File: src/include/dufc_pkg.sv
package dufc_pkg;
  // ----------------------------------------
  // register map
  // ----------------------------------------
  localparam logic [7:0] CTRL_ADDR = 8'hD4;
  localparam logic [7:0] HIGH_ADDR = 8'hD3;
  localparam logic [7:0] LOW_ADDR = 8'hD2;
  localparam logic [7:0] CTRL_RESET = 8'h00;
  localparam logic [7:0] DATA_RESET = 8'h00;
  localparam logic [7:0] CTRL_WMASK = 8'h9F;
  // ----------------------------------------
  // field positions
  // ----------------------------------------
  localparam int EN_BIT = 7;
  localparam int MODE_HI = 4;
  localparam int MODE_LO = 3;
  localparam int FMT_HI = 2;
  localparam int FMT_LO = 0;
  localparam int CODE_W = 12;
  // ----------------------------------------
  // update sources
  // ----------------------------------------
  typedef enum logic [1:0] {
    DUFC_SRC_WRITE = 2'h0,
    DUFC_SRC_TMR3 = 2'h1,
    DUFC_SRC_TMR4 = 2'h2,
    DUFC_SRC_TMR2 = 2'h3
  } dufc_src_e;
endpackage : dufc_pkg

File: src/include/dufc_code_if.sv
interface dufc_code_if;
  logic [7:0] high_byte;
  logic [7:0] low_byte;
  logic [2:0] fmt;
  logic [11:0] code;
  modport ctrl (output high_byte, output low_byte, output fmt, input code);
  modport fmt_side (input high_byte, input low_byte, input fmt, output code);
endinterface : dufc_code_if

File: src/core/dufc_format.sv
module dufc_format (
  dufc_code_if.fmt_side cif
);
  // ----------------------------------------
  // justification mux
  // ----------------------------------------
  // bits outside the selected field never reach the code
  wire [11:0] code_f0 = {cif.high_byte[3:0], cif.low_byte[7:0]};
  wire [11:0] code_f1 = {cif.high_byte[4:0], cif.low_byte[7:1]};
  wire [11:0] code_f2 = {cif.high_byte[5:0], cif.low_byte[7:2]};
  wire [11:0] code_f3 = {cif.high_byte[6:0], cif.low_byte[7:3]};
  wire [11:0] code_f4 = {cif.high_byte[7:0], cif.low_byte[7:4]};
  assign cif.code = cif.fmt[2] ? code_f4 :
                    (cif.fmt[1:0] == 2'h3) ? code_f3 :
                    (cif.fmt[1:0] == 2'h2) ? code_f2 :
                    (cif.fmt[1:0] == 2'h1) ? code_f1 :
                    code_f0;
endmodule : dufc_format

File: src/core/dufc_trigger.sv
module dufc_trigger (
  // clock and source select
  input wire logic clk_in,
  input wire logic [1:0] mode_in,
  // events
  input wire logic high_wr_in,
  input wire logic t2_ovf_in,
  input wire logic t3_ovf_in,
  input wire logic t4_ovf_in,
  // result
  output logic load_out
);
  // ----------------------------------------
  // source selection
  // ----------------------------------------
  wire sel_write = (mode_in == dufc_pkg::DUFC_SRC_WRITE) && high_wr_in;
  wire sel_t3 = (mode_in == dufc_pkg::DUFC_SRC_TMR3) && t3_ovf_in;
  wire sel_t4 = (mode_in == dufc_pkg::DUFC_SRC_TMR4) && t4_ovf_in;
  wire sel_t2 = (mode_in == dufc_pkg::DUFC_SRC_TMR2) && t2_ovf_in;
  assign load_out = sel_write | sel_t3 | sel_t4 | sel_t2;
endmodule : dufc_trigger

File: src/core/dufc_top.sv
// How it works
// - Enable bit 7 low keeps the output pin off and the converter shut down; high runs it.
// - Control bits 6 and 5 read as zero and ignore writes.
// - Update source 00 loads the converter latch on a high data byte write.
// - Update source 01 loads the latch on each timer 3 overflow.
// - Update source 10 loads the latch on each timer 4 overflow.
// - Update source 11 loads the latch on each timer 2 overflow.
// - Justification 000 takes high bits 3:0 and the whole low byte.
// - Justification 001 takes high bits 4:0 and low bits 7:1.
// - Justification 010 takes high bits 5:0 and low bits 7:2.
// - Justification 011 takes high bits 6:0 and low bits 7:3.
// - Justification 1xx takes the whole high byte and low bits 7:4.
// - In write mode a low byte write is held until the next high byte write.
// - In timer modes both data bytes are held until the chosen timer overflows.
// - The latched code is a 12-bit unsigned value from 0x000 to 0xFFF.
module dufc_top (
  // clock and reset
  input wire logic clk_in,
  input wire logic rst_in,
  // special function register port
  input wire logic [7:0] sfr_addr_in,
  input wire logic sfr_wr_in,
  input wire logic sfr_rd_in,
  input wire logic [7:0] sfr_wdata_in,
  output logic [7:0] sfr_rdata_out,
  // timer overflow pulses, same clock
  input wire logic t2_ovf_in,
  input wire logic t3_ovf_in,
  input wire logic t4_ovf_in,
  // converter side
  output logic [11:0] code_latch_out,
  output logic converter_one_enable_out,
  output logic pin_drive_out,
  output logic shutdown_out
);
  // ----------------------------------------
  // register state
  // ----------------------------------------
  logic [7:0] converter_one_control;
  logic [7:0] code_high_byte;
  logic [7:0] code_low_byte;
  logic [11:0] code_latch;
  logic load;

  dufc_code_if cif ();

  // ----------------------------------------
  // decode
  // ----------------------------------------
  wire ctrl_wr = sfr_wr_in && (sfr_addr_in == dufc_pkg::CTRL_ADDR);
  wire high_wr = sfr_wr_in && (sfr_addr_in == dufc_pkg::HIGH_ADDR);
  wire low_wr = sfr_wr_in && (sfr_addr_in == dufc_pkg::LOW_ADDR);
  wire [1:0] update_source_select =
    converter_one_control[dufc_pkg::MODE_HI:dufc_pkg::MODE_LO];
  wire [2:0] word_justification_select =
    converter_one_control[dufc_pkg::FMT_HI:dufc_pkg::FMT_LO];
  wire converter_one_enable = converter_one_control[dufc_pkg::EN_BIT];
  // unused bits are masked on write so a read returns them as zero
  wire [7:0] next_control = sfr_wdata_in & dufc_pkg::CTRL_WMASK;
  // the formatter sees the byte being written, so a high write loads fresh data
  wire [7:0] next_high = high_wr ? sfr_wdata_in : code_high_byte;
  wire [7:0] next_low = low_wr ? sfr_wdata_in : code_low_byte;
  wire [7:0] rdata_sel =
    (sfr_addr_in == dufc_pkg::CTRL_ADDR) ? converter_one_control :
    (sfr_addr_in == dufc_pkg::HIGH_ADDR) ? code_high_byte :
    (sfr_addr_in == dufc_pkg::LOW_ADDR) ? code_low_byte : 8'h00;

  // formatter inputs
  assign cif.high_byte = next_high;
  assign cif.low_byte = next_low;
  assign cif.fmt = word_justification_select;

  // ----------------------------------------
  // submodules
  // ----------------------------------------
  dufc_format u_format (
    .cif(cif.fmt_side)
  );

  dufc_trigger u_trigger (
    .clk_in(clk_in),
    .mode_in(update_source_select),
    .high_wr_in(high_wr),
    .t2_ovf_in(t2_ovf_in),
    .t3_ovf_in(t3_ovf_in),
    .t4_ovf_in(t4_ovf_in),
    .load_out(load)
  );

  // ----------------------------------------
  // registers
  // ----------------------------------------
  // control register
  always_ff @(posedge clk_in) begin
    if (rst_in) begin
      converter_one_control <= dufc_pkg::CTRL_RESET;
    end else if (ctrl_wr) begin
      converter_one_control <= next_control;
    end
  end

  // data bytes are held in flops; the formatter sees a written byte in the same cycle
  always_ff @(posedge clk_in) begin
    if (rst_in) begin
      code_high_byte <= dufc_pkg::DATA_RESET;
      code_low_byte <= dufc_pkg::DATA_RESET;
    end else begin
      code_high_byte <= next_high;
      code_low_byte <= next_low;
    end
  end

  // converter input latch, 12-bit unsigned
  always_ff @(posedge clk_in) begin
    if (rst_in) begin
      code_latch <= 12'h000;
    end else if (load) begin
      code_latch <= cif.code;
    end
  end

  // read data and converter controls straight from flops
  always_ff @(posedge clk_in) begin
    if (rst_in) begin
      sfr_rdata_out <= 8'h00;
      converter_one_enable_out <= 1'b0;
      pin_drive_out <= 1'b0;
      shutdown_out <= 1'b1;
    end else begin
      sfr_rdata_out <= sfr_rd_in ? rdata_sel : sfr_rdata_out;
      converter_one_enable_out <= converter_one_enable;
      pin_drive_out <= converter_one_enable;
      shutdown_out <= ~converter_one_enable;
    end
  end

  assign code_latch_out = code_latch;
endmodule : dufc_top

File: config.mk
export PLATFORM = sky130hd
export DESIGN_NAME = dufc_top
export DESIGN_NICKNAME = d
export VERILOG_FILES = /design/src/include/dufc_pkg.sv /design/src/include/dufc_code_if.sv /design/src/core/dufc_format.sv /design/src/core/dufc_trigger.sv /design/src/core/dufc_top.sv
export SDC_FILE = /design/constraint.sdc
export NUM_CORES = 1
export LEC_CHECK = 0
export ABC_CLOCK_PERIOD_IN_PS = 1600
export BUFFER_PORTS_ARGS = -buffer_cell sky130_fd_sc_hd__buf_4
export CORE_MARGIN = 3
export CORE_UTILIZATION = 52
export CTS_BUF_LIST = sky130_fd_sc_hd__clkbuf_8
export DETAILED_ROUTE_END_ITERATION = 12
export PLACE_DENSITY = 0.78
export SLEW_MARGIN = 20
export SYNTH_ARGS = -nofsm -noshare
export SYNTH_HDL_FRONTEND = slang
export SYNTH_HIERARCHICAL = 1
export SYNTH_SLANG_ARGS = --single-unit
File: constraint.sdc
create_clock -name clk_in -period 1.6 [get_ports clk_in]
set_input_delay 0.08 -clock clk_in [delete_from_list [all_inputs] [get_ports clk_in]]
set_output_delay 0.08 -clock clk_in [all_outputs]
set_load 0.01 [all_outputs]
* Word level (Yosys, flattened, before mapping)
Index checks and enable logic that the tools add are counted.
** Storage, ports and cells
- Output and inout bits :: 23
- Input port bits :: 23
- Bits in registers :: 44
- Word-level logic and storage cells :: 37
** Operators by class
- Multiplexer cells :: 9
- Eq/ne operators :: 9
- Bitwise operators :: 4
- Reductions and logical operators :: 8
** Operators by type and width (number)
- 12-bit two-way mux :: 4
- 8-bit two-way mux :: 5
- 8-bit == test (second input constant) :: 3
- 2-bit == test (second input constant) :: 4
- 1-bit logical AND :: 7
- 2-bit by 1-bit == test with 1-bit output (second input constant) :: 2
- 1-bit OR :: 3
- 2-bit zero test :: 1
- 1-bit inverter :: 1

* Logic depth before layout (Yosys ltp)
Gate-level depths: netlist (run 1).
- Depth after elaboration :: 7
- Gate-level depth with buffers :: 9
- Mapped depth without buffers :: 8

* Cells and area by module
The synthesis (run 1) kept the hierarchy.
** Modules (own cells, without submodules)
- dufc_top :: instances 1, cells each 194, area each 2077.0 um^2, seq. area each 880.8 um^2
- dufc_format :: instances 1, cells each 44, area each 347.8 um^2, seq. area each 0.0 um^2
- dufc_trigger :: instances 1, cells each 1, area each 22.5 um^2, seq. area each 0.0 um^2

* Worst setup path before layout (run 1)
Ideal clock, no wire load.
- Path kind :: input-to-reg
- Start :: in sfr_addr_in[3]
- End :: reg code_latch[10] (netlist: code_latch_out[10])
- Arrival time :: 1.509 ns
- Stages on the path :: 8
- Required time :: 1.472 ns
- Path buffers :: 2
- Slack :: -0.036 ns
- Library setup time :: 0.128 ns
- Cells stage by stage :: and4bb_1 > buf_6 > nand4_4 > inv_2 > mux4_2 > buf_2 > mux2i_1 > nor2_1
** Between the ends
- Elaborated cells on any way between the ends :: 11
- Classes of those cells :: eq/ne (1); mux (5); bitwise (3); reduce/logical (2)
** RTL lines
- start: declaration :: line dufc_top.sv:21 : input wire logic [7:0] sfr_addr_in,
- 8-bit == test :: line dufc_top.sv:51 : wire high_wr = sfr_wr_in && (sfr_addr_in == dufc_pkg::HIGH_ADDR);
- 1-bit logical AND :: line dufc_top.sv:51
- via high_wr :: line dufc_top.sv:51
- 1-bit logical AND :: line dufc_trigger.sv:16 : wire sel_write = (mode_in == dufc_pkg::DUFC_SRC_WRITE) && high_wr_in;
- 1-bit OR (3 in series) :: line dufc_trigger.sv:20 : assign load_out = sel_write | sel_t3 | sel_t4 | sel_t2;
- via load :: line dufc_top.sv:43 : logic load;
- end signal: assignment :: line dufc_top.sv:118 : code_latch <= cif.code;
- end: declaration :: line dufc_top.sv:42 : logic [11:0] code_latch;
The timed path passes the listed nets, and every way through them passes these cells.
A chain may end at the register's enable or synchronous reset.

* Worst setup path after layout (run 1)
- Start :: in sfr_addr_in[2]
- End :: reg code_latch[5] (netlist: code_latch_out[5])
** Between the ends
- Elaborated cells on any way between the ends :: 14
- Classes of those cells :: eq/ne (2); mux (6); bitwise (3); reduce/logical (3)
** RTL lines
- 8-bit == test :: line dufc_top.sv:52 : wire low_wr = sfr_wr_in && (sfr_addr_in == dufc_pkg::LOW_ADDR);
- 1-bit logical AND :: line dufc_top.sv:52
- 8-bit two-way mux :: line dufc_top.sv:62 : wire [7:0] next_low = low_wr ? sfr_wdata_in : code_low_byte;
- via cif.low_byte[7] :: line dufc_code_if.sv:3 : logic [7:0] low_byte;
- 12-bit two-way mux :: line dufc_format.sv:15 : (cif.fmt[1:0] == 2'h2) ? code_f2 :
- 12-bit two-way mux :: line dufc_format.sv:14 : (cif.fmt[1:0] == 2'h3) ? code_f3 :
- 12-bit two-way mux :: line dufc_format.sv:13 : assign cif.code = cif.fmt[2] ? code_f4 :
- via cif.code[5] :: line dufc_code_if.sv:5 : logic [11:0] code;
The timed path passes the listed nets, and every way through them passes these cells.

==> results.yml, run 1 <==
critical_path:
  cpMaxStageDelayCell: "mux2_4"
  crit_path_start: "sfr_addr_in[2]"
  reg2reg_to: "code_latch_out[5]$_SDFFE_PP0P_"
  cp-endpoint: "code_latch_out[5]$_SDFFE_PP0P_"
  r2r-start: "converter_one_control[4]$_SDFFE_PP0P_"
  critPathRequiredTime_ns: 1.79
  path_class: "in -> reg"
  critPathArrivalTime_ns: 1.82
  cp_max_fo: 8
  crit_top_cell: "mux2i_1"
  critPathLaunchType: "primary input"
  worstPathCellList: "buf_6 > and3b_2 > buf_12 > nand4b_4 > mux2_4 > mux2i_1 > a222oi_1 > mux2i_1 > nor2_1"
  r2r_slack_ns: 0.06
  cp_slowest_stage_delay_ns: 0.41
  r2r_cells: 4
  end_kind: "register"
grt:
  first_global_vias: 1855
  grt_pass1_wl_mm: 9.018
  grt_max_degree: 47
  track_usage: 0.2150
  antenna_found_initial: 0
  grt_overflow: 0
sta:
  relSlewSlack: 0.6782
  worst_slack_ns: -0.03160
  finalClockSkew_ns: 0.01673
  worst_pin_slew_ns: 0.4822
  setup_viol: 2
  hold_viol_final: 0
  drv_slew: 0
  fmax_ghz: 0.6129
  min_period_ns: 1.632
  rsz0062_at_grt: "yes"
  fin_crit_sh: 1.020
route:
  ant_nets: 0
  wl_mm: 5.987
  drc: 0
  vias: 2044
  drtIter0Drc: 172
  viasPerCell: 5.874
  post_drt_wl_per_cell_um: 17.20
  drt_pass1_iterations: 7
yosys:
  netlist_area_um2: 2447
  synth_nets: 262
  synth_cell_types: 31
  syn-instance-count: 239
  synth_top_cell_area_share: 0.3599
  ys_top_cells_by_area: "dfxtp_1, mux2i_1, mux2_2"
  synth-seq-cells: 44
  ys_seq_area_frac: 0.3599
  syn_avg_cell_area_um2: 10.24
  synth_top_area_cell: "dfxtp_1"
  yosysWarnings: 6
final_layout:
  n_fill_cell: 332
  drive_above_1_share: 0.3986
  final_util: 0.7095
  area_delta_synth_final_pct: 28.83
  layout.nets: 318
  antenna_cells: 0
floorplanning:
  start_util: 0.5507
  ios: 46
  coreArea_um2: 4444
  die_height_um: 74.61
  die_width_um: 74.61
  num_rows: 24
  dieArea_um2: 5566
placed_design:
  dpl.hpwl_mm: 4.099
  portBuffers: 45
  routabilityCongestion: 0.8712
power:
  intPower_mw: 1.482
  p_switching_mw: 0.4734
  p_per_area_nw_per_um2: 620.0
  power.leakage_nw: 1.391
  seqPwrFrac: 0.560
  peakVddDrop_uv: 718.6
  p_comb_frac: 0.073
  finalPower_mw: 1.955
  p_sw_frac: 0.2422
  power_frac_clock: 0.366
clocking:
  clock_path_buffers: 2
  tritoncts: "yes"
  numCtsBuffers: 5
  root_buffer: "clkbuf_8"
  cts-htree-levels: 2
  insertion_delay_ns: 0.31
  clkSinkCount: 44
  path_clk_slew_ns: 0.09
min_path:
  hold_class: "in -> reg"
outcome:
  outcome: "complete, but fails checks"
  violations: "negative setup slack"
flow_run:
  max-cap-violations: 0
power by group through the flow:
stage,registers (mW),logic [mW],clock network [mW]
finish,1.10,0.143,0.716
global route,1.10,0.154,0.768
CTS,1.10,0.132,0.734
detailed placement,1.12,0.129,0
global placement,1.12,0.128,0
floorplan,1.12,0.0625,0
cell type report:
type	instances	area (um^2)	area share
multi-input cells	163	1478	0.4687
flip-flops and latches	44	880.8	0.2794
repair buffers	67	584.3	0.1853
clock buffers	5	68.82	0.02183
well taps	52	65.06	0.02063
inverters	14	55.05	0.01746
clock inverters	3	21.27	0.006746
cells by family (layout without fill, tap and decap cells):
logic type / after synthesis / in the layout / share of synthesized area
mux: 72 / 72 / 0.3195
simple gates: 65 / 65 / 0.1667
flops: 44 / 44 / 0.3599
buf+inv: 32 / 89 / 0.07004
compound gates: 26 / 26 / 0.08385
flip-flops by register name, summed over array words and instances, names as in the netlist:
| register | count |
|---|---|
| shutdown_out | 1 |
| code_low_byte | 8 |
| converter_one_control | 6 |
| code_latch_out | 12 |
| pin_drive_out | 1 |
| code_high_byte | 8 |
| sfr_rdata_out | 8 |
timing repair:
action,4_1_cts,5_1_grt
resized for setup,5,23
setup buffers,0,7
setup endpoints to repair,12,12
hold buffers,0,0
gates cloned,0,1
pin swaps,2,15
synth_stat cells, drive strengths merged:
library cell and number:
and4bb 1, a22oi 6, a21oi 2, o21ai 6, mux4 1, and3b 1
nor2 14, nand2b 32, nand4b 2, buf 9, nand3b 1, nand4 3
a222oi 12, clkbuf 9, dfxtp 44, mux2 24, nor2b 1, nand2 6
and4b 1, and3 1, nor4bb 1, inv 14, nand3 1, mux2i 47
cells in the final DEF (no fill, tap or decap), types with 2 or more instances in the layout:
master / n
buf_4: 56
dfxtp_1: 44
mux2i_1: 38
nand2b_1: 32
mux2_2: 13
nor2_1: 13
inv_1: 13
a222oi_1: 12
mux2_4: 11
mux2i_2: 8
buf_6: 7
a22oi_1: 6
nand2_1: 6
o21ai_0: 6
clkbuf_8: 5
buf_12: 3
nand4_1: 2
a21oi_1: 2
metrics by stage:
stage	cells	setup slack [ns]	setup TNS [ns]	area (um^2)	hold slack (ns)
after global routing	348	-0.1167	-0.5943	3153	0.06608
after global placement	332	-0.3940	-4.141	2864	0.3826
after floorplan	239	-0.02282	-0.1401	2456	0.2343
final	348	-0.03160	-0.03212	3153	0.07877
after CTS	340	-0.007355	-0.008346	2973	0.05706
after detailed placement	332	-0.4421	-4.515	2864	0.3889
routing by layer:
metal	GRT usage	share of wire
met2	0.3434	0.47
met3	0.04324	0.041
met1	0.2880	0.46
met5	0	0
met4	0.07708	0.027
critical path, delay by kind of cell:
family | cells | cell delay [ns]
buffers and inverters | 2 | 0.21
AO/OA/AOI/OAI | 1 | 0.13
multiplexers | 3 | 0.81
AND/OR/NAND/NOR | 3 | 0.58
worst min path at each step:
stage | start | end | slack (ns) | cells after the start
final | sfr_wdata_in[5] | code_low_byte[5]$_SDFF_PP0_ | 0.08 | 3
after global routing | sfr_rd_in | sfr_rdata_out[6]$_SDFFE_PP0P_ | 0.07 | 3
after CTS | sfr_rd_in | sfr_rdata_out[6]$_SDFFE_PP0P_ | 0.06 | 3
after detailed placement | sfr_rd_in | sfr_rdata_out[6]$_SDFFE_PP0P_ | 0.39 | 3
after global placement | sfr_wdata_in[5] | code_low_byte[5]$_SDFF_PP0_ | 0.38 | 3
after floorplan | sfr_rd_in | sfr_rdata_out[5]$_SDFFE_PP0P_ | 0.23 | 2
(Power assumes the default switching activity.)
==> run 2: changes to the inputs <==
Settings changed: PLACE_DENSITY 0.78 to unset, PLACE_DENSITY_LB_ADDON set to 0.1.
==> run 2 against run 1 <==
  * The run now ends clean
  * Critical path depth is 1 higher
  * Maximum frequency is 3.5% higher
  * Routed wire length is 8.8% lower
  * Non-clock buffer count stayed put
  * Critical endpoint is now code_latch_out[8]$_SDFFE_PP0P_
  * Largest power group unchanged
  * Highest routed layer unchanged
==> results.yml, run 2 (synthesis gave the netlist of run 1 again) <==
outcome:
  outcome: "finished, final reports clean"
floorplanning:
  num_rows: 24
  ios: 46
  start_util: 0.5507
  coreArea_um2: 4444
  dieArea_um2: 5566
  die_width_um: 74.61
  die_height_um: 74.61
power:
  p_per_area_nw_per_um2: 620.1
  p_sw_frac: 0.2230
  p_comb_frac: 0.073
  peakVddDrop_uv: 494.5
  power_frac_clock: 0.364
  power.leakage_nw: 1.380
  intPower_mw: 1.513
  seqPwrFrac: 0.563
  p_switching_mw: 0.4340
sta:
  setup_viol: 0
  min_period_ns: 1.577
  finalClockSkew_ns: 0.004595
  relSlewSlack: 0.6740
  worst_pin_slew_ns: 0.4884
  hold_viol_final: 0
  fin_crit_sh: 0.9856
  rsz0062_at_grt: "yes"
  fmax_ghz: 0.6341
  setup-tns-final_ns: 0
  drv_slew: 0
route:
  viasPerCell: 5.549
  post_drt_wl_per_cell_um: 15.70
  wl_mm: 5.462
  drt_pass1_iterations: 5
  vias: 1931
  drtIter0Drc: 211
  ant_nets: 0
  drc: 0
final_layout:
  layout_commonest_cell: "buf_4"
  layout.nets: 318
  seqCellArea_um2: 880.8
  final_util: 0.7064
  drive_above_1_share: 0.3885
  n_fill_cell: 363
  multi_input_area_um2: 1505
  largest_reg_flops: 12
  antenna_cells: 0
  area_delta_synth_final_pct: 28.27
  layout_common_cells: "buf_4, dfxtp_1, mux2i_1"
  instances_no_fill: 348
  final_area_um2: 3139
critical_path:
  critPathRequiredTime_ns: 1.78
  end_kind: "register"
  cp_max_fo: 5
  critPathLaunchType: "primary input"
  critPathArrivalTime_ns: 1.76
  path_class: "in -> reg"
clocking:
  clock_path_buffers: 2
  hold_buffers: 0
  tritoncts: "yes"
  insertion_delay_ns: 0.29
  numCtsBuffers: 5
  path_clk_slew_ns: 0.08
  root_buffer: "clkbuf_8"
  clkSinkCount: 44
  cts-htree-levels: 2
placed_design:
  place_area_um2: 2917
  dp_cells: 339
  portBuffers: 45
  routabilityCongestion: 0.8479
  dpl.hpwl_mm: 4.151
grt:
  grt_overflow: 0
  track_usage: 0.2047
  grt_pass1_wl_mm: 8.707
  antenna_found_initial: 0
  first_global_vias: 1801
  grt_max_degree: 47
min_path:
  hold_class: "in -> reg"
flow_run:
  max-cap-violations: 0
run 2: power by group through the flow:
stage	logic (mW)	registers (mW)	clock network (mW)
detailed placement	0.136	1.12	0
global route	0.154	1.10	0.771
global placement	0.135	1.12	0
floorplan	0.0625	1.12	0
finish	0.142	1.10	0.709
CTS	0.140	1.10	0.726
run 2: area by class of cell:
cell class,count,share of cell area
Clock buffer,6,0.02631
Inverter,14,0.01754
Multi-Input combinational cell,163,0.4795
Timing Repair Buffer,67,0.1730
Sequential cell,44,0.2806
Clock inverter,2,0.002391
Tap cell,52,0.02073
run 2: worst paths after layout:
check / start / to / slack (ns) / depth (start not counted)
setup / recovery: sfr_addr_in[3] / code_latch_out[8]$_SDFFE_PP0P_ / 0.02 / 10
hold / removal: sfr_rd_in / sfr_rdata_out[6]$_SDFFE_PP0P_ / 0.09 / 3
hold reg to reg: sfr_rdata_out[3]$_SDFFE_PP0P_ / sfr_rdata_out[3]$_SDFFE_PP0P_ / 0.46 / 2
setup reg to reg: converter_one_control[1]$_SDFFE_PP0P_ / code_latch_out[4]$_SDFFE_PP0P_ / 0.14 / 5
run 2: metrics by stage:
stage               hold slack [ns]  total power [mW]  setup slack (ns)
finish                      0.08803             1.947           0.02306
global route                 0.1008             2.021          -0.06902
CTS                         0.08436             1.962           0.01022
detailed placement           0.4031             1.257           -0.4415
global placement             0.3919             1.256           -0.3897
floorplan                    0.2343             1.183          -0.02282
run 2: timing repair:
item	in CTS	in global routing
resized for setup	9	17
setup endpoints to repair	12	12
pin swaps	5	8
buffers inserted	2	0
run 2: critical path, stage by stage:
cell and delay, ns:
buf_6 0.09, and4bb_1 0.32, nand4_4 0.16, buf_6 0.17, mux2_4 0.32, buf_4 0.15, mux2i_2 0.16, a222oi_1 0.11
mux2i_1 0.16, nor2_1 0.05
run 2: layer usage:
layer	vias to the layer above	GRT usage	wire (um)
li1	974	-	-
met1	919	0.2913	2660
met2	34	0.3190	2566
met3	4	0.04054	202
met4	0	0.04941	32
met5	-	0	0
==> run 3: changes to the inputs <==
Settings changed: ABC_AREA set to 1.
==> run 3 against run 2 <==
  * Worst setup slack better by 0.16 ns
  * Power increased by 1.4%
  * Routed wire length up 23%
  * Die area increased by 6.3%
  * Count of clock-buffer cells in the layout unchanged
  * Core utilization down 2.8 points
  * Clock power rose by 2%
  * Global-route usage grew 3.0 points
  * Critical endpoint is now code_latch_out[2]$_SDFFE_PP0P_
==> results.yml, run 3 <==
floorplanning:
  die_width_um: 76.93
  start_util: 0.5467
  coreArea_um2: 4786
  num_rows: 25
  dieArea_um2: 5918
  die_height_um: 76.93
  ios: 46
critical_path:
  critPathArrivalTime_ns: 1.62
  path_class: "in -> reg"
  critPathRequiredTime_ns: 1.80
  critPathLaunchType: "primary input"
  cp_max_fo: 14
  end_kind: "register"
power:
  peakVddDrop_uv: 397.2
  p_sw_frac: 0.2383
  power_frac_clock: 0.367
  p_switching_mw: 0.4702
  finalPower_mw: 1.973
  power.leakage_nw: 1.789
  p_per_area_nw_per_um2: 607.7
  p_comb_frac: 0.076
  seqPwrFrac: 0.557
  intPower_mw: 1.503
sta:
  drv_slew: 0
  worst_slack_ns: 0.1785
  setup_viol: 0
  hold_viol_final: 0
  relSlewSlack: 0.6932
  fmax_ghz: 0.7035
  fin_crit_sh: 0.8884
  min_period_ns: 1.421
  setup-tns-final_ns: 0
  finalClockSkew_ns: 0.006339
  rsz0062_at_grt: "no"
  worst_pin_slew_ns: 0.4596
grt:
  grt_max_degree: 27
  grt_pass1_wl_mm: 11.45
  antenna_found_initial: 0
  first_global_vias: 2572
  track_usage: 0.2351
  grt_overflow: 0
yosys:
  ys_top_cells_by_area: "dfxtp_1, nand2_1, nand3_1"
  yosysMostFrequentCell: "nand2_1"
  ys_seq_area_frac: 0.3367
  synthArstFlopShare: 0
  synth_top_area_cell: "dfxtp_1"
  synth_top_cell_area_share: 0.3367
  yosysWarnings: 6
  synth_cell_types: 22
  synth_edf_count: 0
  netlist_area_um2: 2616
  synthFlopType: "dfxtp_1"
  synth_nets: 451
  synth_top_cells_by_count: "nand2_1, inv_1, nand3_1"
  syn_avg_cell_area_um2: 6.113
  synth-seq-cells: 44
  syn-instance-count: 428
clocking:
  insertion_delay_ns: 0.30
  clock_path_buffers: 2
  path_clk_slew_ns: 0.08
  cts_setup_buffers: 0
  cts_resized: 0
  clkSinkCount: 44
  hold_buffers: 0
  numCtsBuffers: 5
  root_buffer: "clkbuf_8"
  tritoncts: "yes"
  cts-htree-levels: 2
route:
  wl_mm: 6.700
  post_drt_wl_per_cell_um: 12.05
  vias: 2778
  top_layer_used: "met4"
  wl_met2_mm: 3.328
  drc: 0
  drt_pass1_iterations: 5
  viasPerCell: 4.996
  ant_nets: 0
  route.met3.wl_um: 340
  drtIter0Drc: 243
  wl_met1_mm: 2.862
final_layout:
  final_util: 0.6784
  layout.nets: 511
  antenna_cells: 0
  area_delta_synth_final_pct: 24.10
  largest_reg_flops: 12
  layout_common_cells: "nand2_1, buf_4, inv_1"
  drive_above_1_share: 0.2168
  layout_commonest_cell: "nand2_1"
  final_area_um2: 3247
outcome:
  outcome: "finished, final reports clean"
placed_design:
  dp_worst_setup_slack_ns: -0.1196
  place_area_um2: 3136
  dpl.hpwl_mm: 5.014
  routabilityCongestion: 0.9051
  portBuffers: 45
flow_run:
  max-cap-violations: 0
min_path:
  hold_class: "in -> reg"
==> run 3: cell types whose count changed in the layout (fill, tap and decap cells not counted), moves of 7 or more <==
cell,change
buf_4,+12
o21ai_1,+9
o21ai_0,+25
mux2_2,-14
a21oi_1,+18
nand2b_1,-32
nand3_1,+52
mux2_4,-10
nor2_1,+39
inv_1,+52
a222oi_1,-12
mux2i_1,-38
nand2_1,+100
o21ai_2,+7
==> run 3: routing by layer <==
| layer | track usage | vias up |
|---|---|---|
| li1 | - | 1439 |
| met2 | 0.4225 | 87 |
| met4 | 0.08696 | 0 |
| met1 | 0.2778 | 1234 |
| met3 | 0.03991 | 18 |
| met5 | 0 | - |
==> run 3: through the flow <==
stage,hold WS (ns),cells
2_1_floorplan,0.2234,428
3_3_place_gp,0.3439,548
3_5_place_dp,0.3520,548
4_1_cts,0.04410,556
5_1_grt,0.07362,556
6_report,0.04392,556
==> run 3: logic make-up (layout without fill, tap and decap cells) <==
kind of cell	count (synthesis)	after routing	synth area share
compound gates	68	68	0.1416
flops	44	44	0.3367
simple gates	223	223	0.3740
buf+inv	93	154	0.1478
==> run 3: final timing paths <==
path / start / endpoint / slack, ns / cells after the start
setup reg to reg: converter_one_control[1]$_SDFFE_PP0P_ / code_latch_out[1]$_SDFFE_PP0P_ / 0.21 / 10
hold reg to reg: sfr_rdata_out[7]$_SDFFE_PP0P_ / sfr_rdata_out[7]$_SDFFE_PP0P_ / 0.47 / 2
setup / recovery: sfr_addr_in[3] / code_latch_out[2]$_SDFFE_PP0P_ / 0.18 / 15
hold / removal: sfr_wdata_in[6] / code_high_byte[6]$_SDFF_PP0_ / 0.04 / 3
==> run 3: worst max-delay path: stages <==
cell and delay, ns:
buf_4 0.11, inv_1 0.07, nand2_2 0.11, nor2_4 0.13, nand3_4 0.17, o21ai_1 0.26
inv_1 0.09, inv_1 0.10, nand3_1 0.08, nand3_1 0.08, nand2_1 0.07, nand2_1 0.06
nand2_1 0.06, nor2_1 0.10, nor2_1 0.06
==> run 3: cell type report <==
class / count / area (um^2)
sequential: 44 / 880.8
timing repair buffer: 73 / 548.0
multi-input combinational: 291 / 1368
clock inverter: 2 / 10.01
fill: 468 / 1539
inverter: 73 / 274.0
clock buffer: 6 / 82.58
tap: 67 / 83.83
==> run 3: power by group through the flow <==
stage / registers [mW] / clock network (mW) / logic (mW)
after floorplan: 1.13 / 0 / 0.0699
after global placement: 1.13 / 0 / 0.147
after detailed placement: 1.13 / 0 / 0.148
after CTS: 1.10 / 0.738 / 0.149
after global routing: 1.10 / 0.781 / 0.166
final: 1.10 / 0.724 / 0.150
